$ cat src/inc/ldd_pkg.sv
// ldd_pkg: constants for the led display configuration block
// assumes 16-bit command words, upper byte selects the target
package ldd_pkg;
    localparam int LDD_WORD_W = 16;
    // upper nibble: operating mode
    localparam logic [3:0] LDD_MODE_BLANK = 4'h0;
    localparam logic [3:0] LDD_MODE_NORMAL = 4'h1;
    localparam logic [3:0] LDD_MODE_LOAD = 4'h2;
    localparam logic [3:0] LDD_MODE_ALL_ON = 4'h3;
    localparam logic [3:0] LDD_MODE_STANDBY = 4'h4;
    // load register targets, bits 11..8
    localparam logic [3:0] LDD_SEL_DUTY = 4'h0;
    localparam logic [3:0] LDD_SEL_DEC_DIG = 4'h1;
    localparam logic [3:0] LDD_SEL_DATA0 = 4'h2;
    localparam logic [3:0] LDD_SEL_DATA3 = 4'h5;
    // standby sub-commands, bits 3..0
    localparam logic [3:0] LDD_SB_HOLD = 4'h0;
    localparam logic [3:0] LDD_SB_CLEAR = 4'h1;
    // decode field values, bits 7..4; largest digit count, bits 3..0
    localparam logic [3:0] LDD_DEC_OFF = 4'h0;
    localparam logic [3:0] LDD_DEC_ON = 4'h1;
    localparam logic [3:0] LDD_DIG_MAX = 4'h3;
    // initial values
    localparam logic [3:0] LDD_DUTY_INIT = 4'hF;
    localparam logic [1:0] LDD_DIG_INIT = 2'h3;
    localparam logic LDD_DEC_INIT = 1'b1;
    localparam logic [7:0] LDD_DATA_INIT = 8'h00;
    localparam logic [15:0] LDD_WORD_INIT = 16'h0000;
    localparam logic [3:0] LDD_CNT_INIT = 4'h0;
endpackage : ldd_pkg

$ cat src/verilog/ldd_serial_rx.sv
// ldd_serial_rx: samples the serial pins and assembles 16-bit command words
// assumes clk_sys is several times faster than the serial clock
`timescale 1ns/1ns
module ldd_serial_rx
    import ldd_pkg::*;
(
    input wire logic clk_sys,
    input wire logic rst,
    input wire logic ser_clk,
    input wire logic ser_data,
    input wire logic ser_latch,
    output logic cmd_valid_r,
    output logic [15:0] cmd_word_r
);
    logic [2:0] clk_s1_r;
    logic [2:0] clk_s2_r;
    logic clk_d_r;
    logic latch_d_r;
    logic [15:0] shift_r;
    logic clk_rise;
    logic latch_rise;

    ////////////////////////////////////////////////////////////////
    // two-flop synchronisers: index 0 clock, 1 data, 2 latch
    always_ff @(posedge clk_sys or posedge rst) begin
        if (rst) begin
            clk_s1_r <= 3'h0;
            clk_s2_r <= 3'h0;
        end else begin
            clk_s1_r <= {ser_latch, ser_data, ser_clk};
            clk_s2_r <= clk_s1_r;
        end
    end

    always_ff @(posedge clk_sys or posedge rst) begin
        if (rst) begin
            clk_d_r <= 1'b0;
            latch_d_r <= 1'b0;
        end else begin
            clk_d_r <= clk_s2_r[0];
            latch_d_r <= clk_s2_r[2];
        end
    end

    assign clk_rise = clk_s2_r[0] & ~clk_d_r;
    assign latch_rise = clk_s2_r[2] & ~latch_d_r;

    ////////////////////////////////////////////////////////////////
    // msb first; data and clock share the same sync delay so setup is kept
    always_ff @(posedge clk_sys or posedge rst) begin
        if (rst) begin
            shift_r <= LDD_WORD_INIT;
        end else if (clk_rise) begin
            shift_r <= {shift_r[14:0], clk_s2_r[1]};
        end
    end

    always_ff @(posedge clk_sys or posedge rst) begin
        if (rst) begin
            cmd_valid_r <= 1'b0;
            cmd_word_r <= LDD_WORD_INIT;
        end else begin
            cmd_valid_r <= latch_rise;
            if (latch_rise) begin
                cmd_word_r <= shift_r;
            end
        end
    end
endmodule : ldd_serial_rx

$ cat src/verilog/ldd_config.sv
// ldd_config: command interpreter for duty, digit count and decode settings
// assumes digit_sel comes from the scan logic on clk_sys; serial pins are asynchronous
`timescale 1ns/1ns

module ldd_config
    import ldd_pkg::*;
(
    input wire logic clk_sys,
    input wire logic rst,
    input wire logic ser_clk,
    input wire logic ser_data,
    input wire logic ser_latch,
    input wire logic [1:0] digit_sel,
    output logic [3:0] duty_r,
    output logic [1:0] digit_count_r,
    output logic decode_en_r,
    output logic standby_r,
    output logic blank_r,
    output logic all_on_r,
    output logic [7:0] segment_direct_r,
    output logic [7:0] decoder_char_r
);
    logic cmd_valid;
    logic [15:0] cmd_word;
    logic is_load;
    logic is_clear;
    logic [3:0] sel;
    logic [7:0] data_r [0:3];
    logic [7:0] cur_data;
    // load strobes: duty, decode/count, and one shared by the four data registers
    logic load_duty;
    logic load_dec_dig;
    logic load_data;
    logic [1:0] data_idx;
    logic [1:0] digit_count_nxt;
    logic decode_en_nxt;

    ldd_serial_rx u_rx (
        .clk_sys(clk_sys),
        .rst(rst),
        .ser_clk(ser_clk),
        .ser_data(ser_data),
        .ser_latch(ser_latch),
        .cmd_valid_r(cmd_valid),
        .cmd_word_r(cmd_word)
    );

    ////////////////////////////////////////////////////////////////
    // command decode
    // a load word names its target in bits 11..8 under the load mode in 15..12
    function automatic logic ldd_loads(input logic [15:0] w, input logic [3:0] target);
        return (w[15:12] == LDD_MODE_LOAD) && (w[11:8] == target);
    endfunction : ldd_loads

    function automatic logic ldd_is_data(input logic [3:0] target);
        return (target >= LDD_SEL_DATA0) && (target <= LDD_SEL_DATA3);
    endfunction : ldd_is_data

    function automatic logic [1:0] ldd_data_index(input logic [3:0] target);
        logic [3:0] offset;
        offset = target - LDD_SEL_DATA0;
        return offset[1:0];
    endfunction : ldd_data_index

    // counts above the widest scan are reserved; the count register is only two bits
    function automatic logic ldd_count_ok(input logic [3:0] n);
        return n <= LDD_DIG_MAX;
    endfunction : ldd_count_ok

    assign sel = cmd_word[11:8];
    assign is_load = cmd_valid && (cmd_word[15:12] == LDD_MODE_LOAD);
    assign is_clear = cmd_valid && (cmd_word[15:12] == LDD_MODE_STANDBY)
        && (cmd_word[3:0] == LDD_SB_CLEAR);
    assign load_duty = cmd_valid && ldd_loads(cmd_word, LDD_SEL_DUTY);
    assign load_dec_dig = cmd_valid && ldd_loads(cmd_word, LDD_SEL_DEC_DIG);
    assign load_data = is_load && ldd_is_data(sel);
    assign data_idx = ldd_data_index(sel);

    ////////////////////////////////////////////////////////////////
    // duty register
    // standby hold leaves it alone; only a load, a standby clear or reset moves it
    always_ff @(posedge clk_sys or posedge rst) begin
        if (rst) begin
            duty_r <= LDD_DUTY_INIT;
        end else if (is_clear) begin
            duty_r <= LDD_DUTY_INIT;
        end else if (load_duty) begin
            duty_r <= cmd_word[3:0];
        end
    end

    ////////////////////////////////////////////////////////////////
    // decode and digit count, written together in one word
    // counts 4..15 are reserved and leave the count as it was
    always_comb begin
        digit_count_nxt = digit_count_r;
        if (ldd_count_ok(cmd_word[3:0])) begin
            digit_count_nxt = cmd_word[1:0];
        end
    end

    always_ff @(posedge clk_sys or posedge rst) begin
        if (rst) begin
            digit_count_r <= LDD_DIG_INIT;
        end else if (is_clear) begin
            digit_count_r <= LDD_DIG_INIT;
        end else if (load_dec_dig) begin
            digit_count_r <= digit_count_nxt;
        end
    end

    // other field values are not defined, so they keep the setting
    always_comb begin
        decode_en_nxt = decode_en_r;
        if (cmd_word[7:4] == LDD_DEC_OFF) begin
            decode_en_nxt = 1'b0;
        end else if (cmd_word[7:4] == LDD_DEC_ON) begin
            decode_en_nxt = 1'b1;
        end
    end

    always_ff @(posedge clk_sys or posedge rst) begin
        if (rst) begin
            decode_en_r <= LDD_DEC_INIT;
        end else if (is_clear) begin
            decode_en_r <= LDD_DEC_INIT;
        end else if (load_dec_dig) begin
            decode_en_r <= decode_en_nxt;
        end
    end

    ////////////////////////////////////////////////////////////////
    // data registers 0..3
    always_ff @(posedge clk_sys or posedge rst) begin
        if (rst) begin
            for (int i = 0; i < 4; i++) begin
                data_r[i] <= LDD_DATA_INIT;
            end
        end else if (is_clear) begin
            for (int i = 0; i < 4; i++) begin
                data_r[i] <= LDD_DATA_INIT;
            end
        end else if (load_data) begin
            data_r[data_idx] <= cmd_word[7:0];
        end
    end

    ////////////////////////////////////////////////////////////////
    // operating mode flags; settings registers are untouched here
    always_ff @(posedge clk_sys or posedge rst) begin
        if (rst) begin
            standby_r <= 1'b0;
            blank_r <= 1'b1;
            all_on_r <= 1'b0;
        end else if (cmd_valid) begin
            case (cmd_word[15:12])
                LDD_MODE_BLANK: begin
                    standby_r <= 1'b0;
                    blank_r <= 1'b1;
                    all_on_r <= 1'b0;
                end
                LDD_MODE_NORMAL: begin
                    standby_r <= 1'b0;
                    blank_r <= 1'b0;
                    all_on_r <= 1'b0;
                end
                LDD_MODE_ALL_ON: begin
                    standby_r <= 1'b0;
                    blank_r <= 1'b0;
                    all_on_r <= 1'b1;
                end
                LDD_MODE_STANDBY: begin
                    if (cmd_word[3:0] == LDD_SB_HOLD) begin
                        standby_r <= 1'b1;
                    end else if (cmd_word[3:0] == LDD_SB_CLEAR) begin
                        standby_r <= 1'b0;
                        blank_r <= 1'b1;
                        all_on_r <= 1'b0;
                    end
                end
                default: begin
                end
            endcase
        end
    end

    ////////////////////////////////////////////////////////////////
    // segment path: direct drive or hand-off to the character generator
    assign cur_data = data_r[digit_sel];

    // the unused path is held at zero so neither side lights a stale pattern
    always_ff @(posedge clk_sys or posedge rst) begin
        if (rst) begin
            segment_direct_r <= LDD_DATA_INIT;
        end else begin
            segment_direct_r <= decode_en_r ? LDD_DATA_INIT : cur_data;
        end
    end

    always_ff @(posedge clk_sys or posedge rst) begin
        if (rst) begin
            decoder_char_r <= LDD_DATA_INIT;
        end else begin
            decoder_char_r <= decode_en_r ? cur_data : LDD_DATA_INIT;
        end
    end
endmodule : ldd_config

$ cat config.mk
export PLATFORM = sky130hd
export DESIGN_NAME = ldd_config
export DESIGN_NICKNAME = d
export VERILOG_FILES = /design/src/inc/ldd_pkg.sv /design/src/verilog/ldd_serial_rx.sv /design/src/verilog/ldd_config.sv
export SDC_FILE = /design/constraint.sdc
export NUM_CORES = 1
export LEC_CHECK = 0
export BUFFER_PORTS_ARGS = -buffer_cell sky130_fd_sc_hd__buf_2
export CORE_ASPECT_RATIO = 1.25
export CORE_MARGIN = 3
export CORE_UTILIZATION = 25
export CTS_BUF_LIST = sky130_fd_sc_hd__clkbuf_8
export CTS_CLUSTER_SIZE = 10
export DETAILED_ROUTE_END_ITERATION = 7
export SYNTH_ARGS = -nofsm -noshare
export SYNTH_HDL_FRONTEND = slang
export SYNTH_HIERARCHICAL = 1
export SYNTH_SLANG_ARGS = --single-unit
$ cat constraint.sdc
create_clock -name clk_sys -period 2.2 [get_ports clk_sys]
set_input_delay 0 -clock clk_sys [delete_from_list [all_inputs] [get_ports clk_sys]]
set_output_delay 0 -clock clk_sys [all_outputs]
set_load 0.01 [all_outputs]
Word-level counts from Yosys, hierarchy flattened
Index checks and enable logic that the tools add are counted.

Add/sub/neg operators: 1. Magnitude comparators: 6. Equal/unequal tests: 10. Multiplexer cells: 27. Bitwise operators: 6. Reduce and logical (&&, ||, !) cells: 30.

Operators with widths (count): 32-bit 2-to-1 mux (2); 8-bit 2-to-1 mux (5); 32-bit bitwise mux (1); 8-bit binary-select mux with 2-bit select (1); 8-bit demux with 2-bit select (1); 4-bit by 1-bit == test with 1-bit output (second input constant) (4); 4-bit logical NOT (4); 1-bit logical AND (10); 2-bit nonzero test (5); 1-bit 2-to-1 mux (9); 3-bit nonzero test (3); 4-bit by 2-bit == test with 1-bit output (second input constant) (2); 4-bit 2-to-1 mux (2); 4-bit AND reduction (2); 3-bit >= comparator (second input constant) (2); 2-bit 2-to-1 mux (3); 2-bit NOT with 3-bit output (2); 1-bit case mux with 3 select lines (2); 4-bit by 3-bit == test with 1-bit output (second input constant) (1); 4-bit by 2-bit >= comparator with 1-bit output (second input constant) (1); 4-bit by 2-bit less-or-equal comparator with 1-bit output (second input constant) (1); 4-bit by 3-bit less-or-equal comparator with 1-bit output (second input constant) (1); 2-bit AND reduction (2); 2-bit OR reduction (2); 10 further kinds (12).

Register bits after elaboration: 99. Bits of input ports: 7. Word-level logic and storage cells: 99.

Depth between registers and ports, before layout
Word-level depth: 9. Gate-level depth with buffers: 6. Mapped depth without buffers: 4.

By module
The synthesis kept the hierarchy.

By module, submodules not included: ldd_config (times used 1, cells an instance 204, area an instance 2596.2 µm², seq. area each 1461.4 µm²); ldd_serial_rx (times used 1, cells an instance 81, area an instance 1555.2 µm², seq. area each 1026.0 µm²).

Worst setup path before layout
OpenSTA, ideal clock, no wires.

Path type: register -> register. From: register u_rx.cmd_word_r[15]. To: register duty_r[0]. Library setup time: 0.085 ns. Data arrival time: 2.043 ns. Slack: 0.072 ns. Cell stages (with the launch flop): 7. Clock period less this slack: 2.128 ns. Cells stage by stage: dfrtp_1 -> or4b_1 -> buf_2 -> or4_4 -> buf_6 -> nand2_2 -> mux2_1.

Word-level cells in the longest chain between the ends: 4. Elaborated cells on any way between the ends: 8. Those cells by class: eq/ne (2); mux (1); reduce/logical (5).

Ends and longest elaborated chain: from (decl) (RTL line ldd_serial_rx.sv:13) `output logic [15:0] cmd_word_r`; from (signal assigned) (RTL line ldd_serial_rx.sv:65) `cmd_word_r <= shift_r;`; 4-bit by 3-bit == test with 1-bit output / 4-bit by 2-bit == test with 1-bit output (equally long branches) (RTL line ldd_config.sv:72, ldd_config.sv:52); 1-bit logical AND, on equally long branches (RTL line ldd_config.sv:72, ldd_config.sv:52); 1-bit logical AND, on equally long branches (RTL line ldd_config.sv:73, ldd_config.sv:74); 4-bit 2-to-1 mux / 2-bit nonzero test (equally long branches); to (signal assigned) (RTL line ldd_config.sv:88) `duty_r <= cmd_word[3:0];`; to (decl) (RTL line ldd_config.sv:14) `output logic [3:0] duty_r,`.

Parallel ways exist; a longest one is shown, timed or not. A chain may end at the register's enable or synchronous reset.

Worst setup path after layout
Same ends and word-level chain as after synthesis.

==> impl_metrics.yaml <==
floorplanning:
  rows: 52
  num_io_pins: 33
  die_w_um: 121
  dieArea_um2: 18200
  core_area_um2: 16300
  start_util_pct: 25.5
  die_h_um: 150
sta:
  fin_setup_tns_ps: 0
  post-route-period-util_pct: 93.9
  rsz0062_at_grt: "no"
  hold_viol_final: 0
  tightestPinTransition_ps: 829
  finClkSkew_ps: 10.8
  hold_ws_ps: 215
  finalSetupViolCount: 0
  max_freq_ghz: 0.484
  slew_headroom_pct: 44.4
  fin_crit_ps: 2070
  maxSlewViolCount: 0
yosys:
  yosys-top-cells-area: "dfrtp_1, mux2_4, mux2i_1, dfstp_2, mux4_2"
  syn-instance-count: 285
  synth_top_cell_by_area: "dfrtp_1"
  post-synth-top-count-cell: "dfrtp_1"
  synthArstFlopShare_pct: 100
  synth_edf_count: 0
  yosysWarnings: 6
  synth_top_area_share_pct: 54.9
  ys_seq_elements: 99
  syn_nets: 292
  synthTopCellsByCount: "dfrtp_1, mux2i_1, nor2_1, mux2_4, mux2_2"
  ys_seq_area_share_pct: 59.9
  synth_area_um2: 4150
  yosysUniqueCellTypes: 39
  synthFlopType: "dfrtp_1"
  syn_area_per_cell_um2: 14.6
cells_and_area:
  instances_no_fill: 548
  layout-area-overhead-vs-synth_pct: 16.4
  antennaDiodeCount: 0
  finalInstanceArea_um2: 4830
  drive_gt1_share_pct: 37.7
  fin_nets: 334
placed_design:
  dp_cells: 528
  hpwlAfterDp_um: 5530
  routabilityCongestion: 0.782
  io_buffers: 32
  placed_area_um2: 4580
drt:
  vias: 2304
  drc: 0
  routed_wl_um: 7580
  viasPerCell: 4.20
  drtIter0Drc: 119
  wl_per_cell_um: 13.8
  first_pass_iters: 4
  ant_nets: 0
global_routing:
  grt_pass1_wl_um: 12800
  grt_max_degree: 32
  overflow: 0
  first_global_vias: 2400
  grt_usage_pct: 8.98
  antenna_found_initial: 0
worst_hold_path:
  hp-start: "digit_sel[1]"
  hp-class: "in2reg"
critical_path:
  critPathRequiredTime_ps: 2480
  path_class: "reg2reg"
  critPathMaxStageDelay_ps: 590
  worst-path-max-fanout: 7
  path_cells: "or4b_1 > or4_4 > nand2_2 > mux2_1"
  cp-startpoint: "u_rx/cmd_word_r[15]$_DFFE_PP0P_"
  r2r_slack_ps: 130
  crit_arrival_ps: 2350
  regToRegStartpoint: "u_rx/cmd_word_r[15]$_DFFE_PP0P_"
  critPathLaunchType: "register"
  cpMaxStageDelayCell: "or4b_1"
  end_kind: "register"
power:
  switching_share_pct: 28.2
  p_int_mw: 3.29
  powerDensity_nw_per_um2: 949
  p_sw_mw: 1.29
  ir_worst_vdd_uv: 283
  p_comb_share_pct: 19.0
  p_leak_nw: 2.35
  p_clk_share_pct: 27.1
  finalPower_mw: 4.58
  sequentialPowerShare_pct: 54.0
clock_network:
  htreeDepth: 3
  clk_pin_slew_ps: 100
  cts-root-buf: "clkbuf_8"
  cts_resized: 0
  cts_sinks: 99
  clockBufferDepth: 2
  cts_tree: "built"
  cts_buffers: 9
  insertion_delay_ps: 360
flow_run:
  cap_violations: 0
status:
  status: "finished, final reports clean"
[kinds of logic after synthesis]
logic type | Yosys count | share of synthesized area [%]
AND/OR/NAND/NOR | 80 | 11.8
AO/OA/AOI/OAI | 15 | 3.07
multiplexers | 69 | 21.9
buffers and inverters | 22 | 3.35
flip-flops | 99 | 59.9
[worst paths after layout]
check	cells past startpoint	endpoint
max in group asynchronous	4	blank_r$_DFFE_PP1P_
hold reg to reg	0	u_rx/clk_s2_r[0]$_DFF_PP0_
min in group asynchronous	3	data_r[15]$_DFFE_PP0P_
setup reg to reg	4	duty_r[0]$_DFFE_PP1P_
hold / removal	3	decoder_char_r[7]$_DFF_PP0_
setup / recovery	4	duty_r[0]$_DFFE_PP1P_
[metal layers]
layer  share of wire, %  vias to the layer above  track usage [%]  wire, um
li1                   -                     1082                -         -
met3                3.2                        6             2.19       245
met5                  0                        -                0         0
met4                1.0                        0             2.86        76
met1                 44                     1182             11.0      3300
met2                 52                       34             15.6      3960
[area by class of cell]
class / count / area [um2]
repair buffers: 48 / 315
inverters: 5 / 18.8
clock inverters: 7 / 87.6
flip-flops and latches: 99 / 2490
fillers: 1668 / 11400
clock buffers: 9 / 124
multi-input cells: 164 / 1530
well taps: 216 / 270
[state kept, by name (all words and copies together) (netlist names), 2 cells and up]
signal and flops:
digit_count_r 2, decoder_char_r 8, data_r 32, u_rx/clk_s1_r 3, u_rx/shift_r 16, duty_r 4, u_rx/cmd_word_r 16, segment_direct_r 8
u_rx/clk_s2_r 3
[worst max-delay path: cells and delay by family, from the launching register on]
kind | cells | cell delay [ps]
flip-flops | 1 | 440
multiplexers | 1 | 320
AND/OR/NAND/NOR | 3 | 1230
[cell usage in the layout, fill, tap and decap left out, drive strengths merged, types with 4 or more instances in the layout]
cell type / synthesis / routed
and2: 8 / 8
mux4: 8 / 8
nor2b: 9 / 9
mux2i: 25 / 25
a22o: 12 / 12
dfrtp: 91 / 91
mux2: 36 / 36
nand2: 12 / 12
dlygate4sd3: 0 / 4
dfstp: 8 / 8
inv: 5 / 6
nor2: 27 / 27
clkbuf: 11 / 9
buf: 6 / 44
[power groups by stage]
| stage | combinational [mW] | sequential (mW) | clock (mW) |
|---|---|---|---|
| 2_1_floorplan | 0.645 | 2.42 | 0 |
| 3_3_place_gp | 0.853 | 2.50 | 0 |
| 3_5_place_dp | 0.875 | 2.52 | 0 |
| 4_1_cts | 0.883 | 2.48 | 1.28 |
| 5_1_grt | 0.955 | 2.54 | 1.37 |
| 6_report | 0.870 | 2.47 | 1.24 |
[what timing repair did]
action,4_1_cts,5_1_grt
hold buffers,4,0
endpoints found under the hold margin,51,0
buffers inserted,0,0
endpoints found under the setup margin,0,7
[per-stage QoR]
step	setup slack (ps)	utilization, %
after floorplan	72.0	-
after global placement	179	28.2
after CTS	88.2	29.7
after detailed placement	107	28.2
final	135	29.7
after global routing	1.42	29.7
Note: power is estimated with default switching activity, not from simulation.
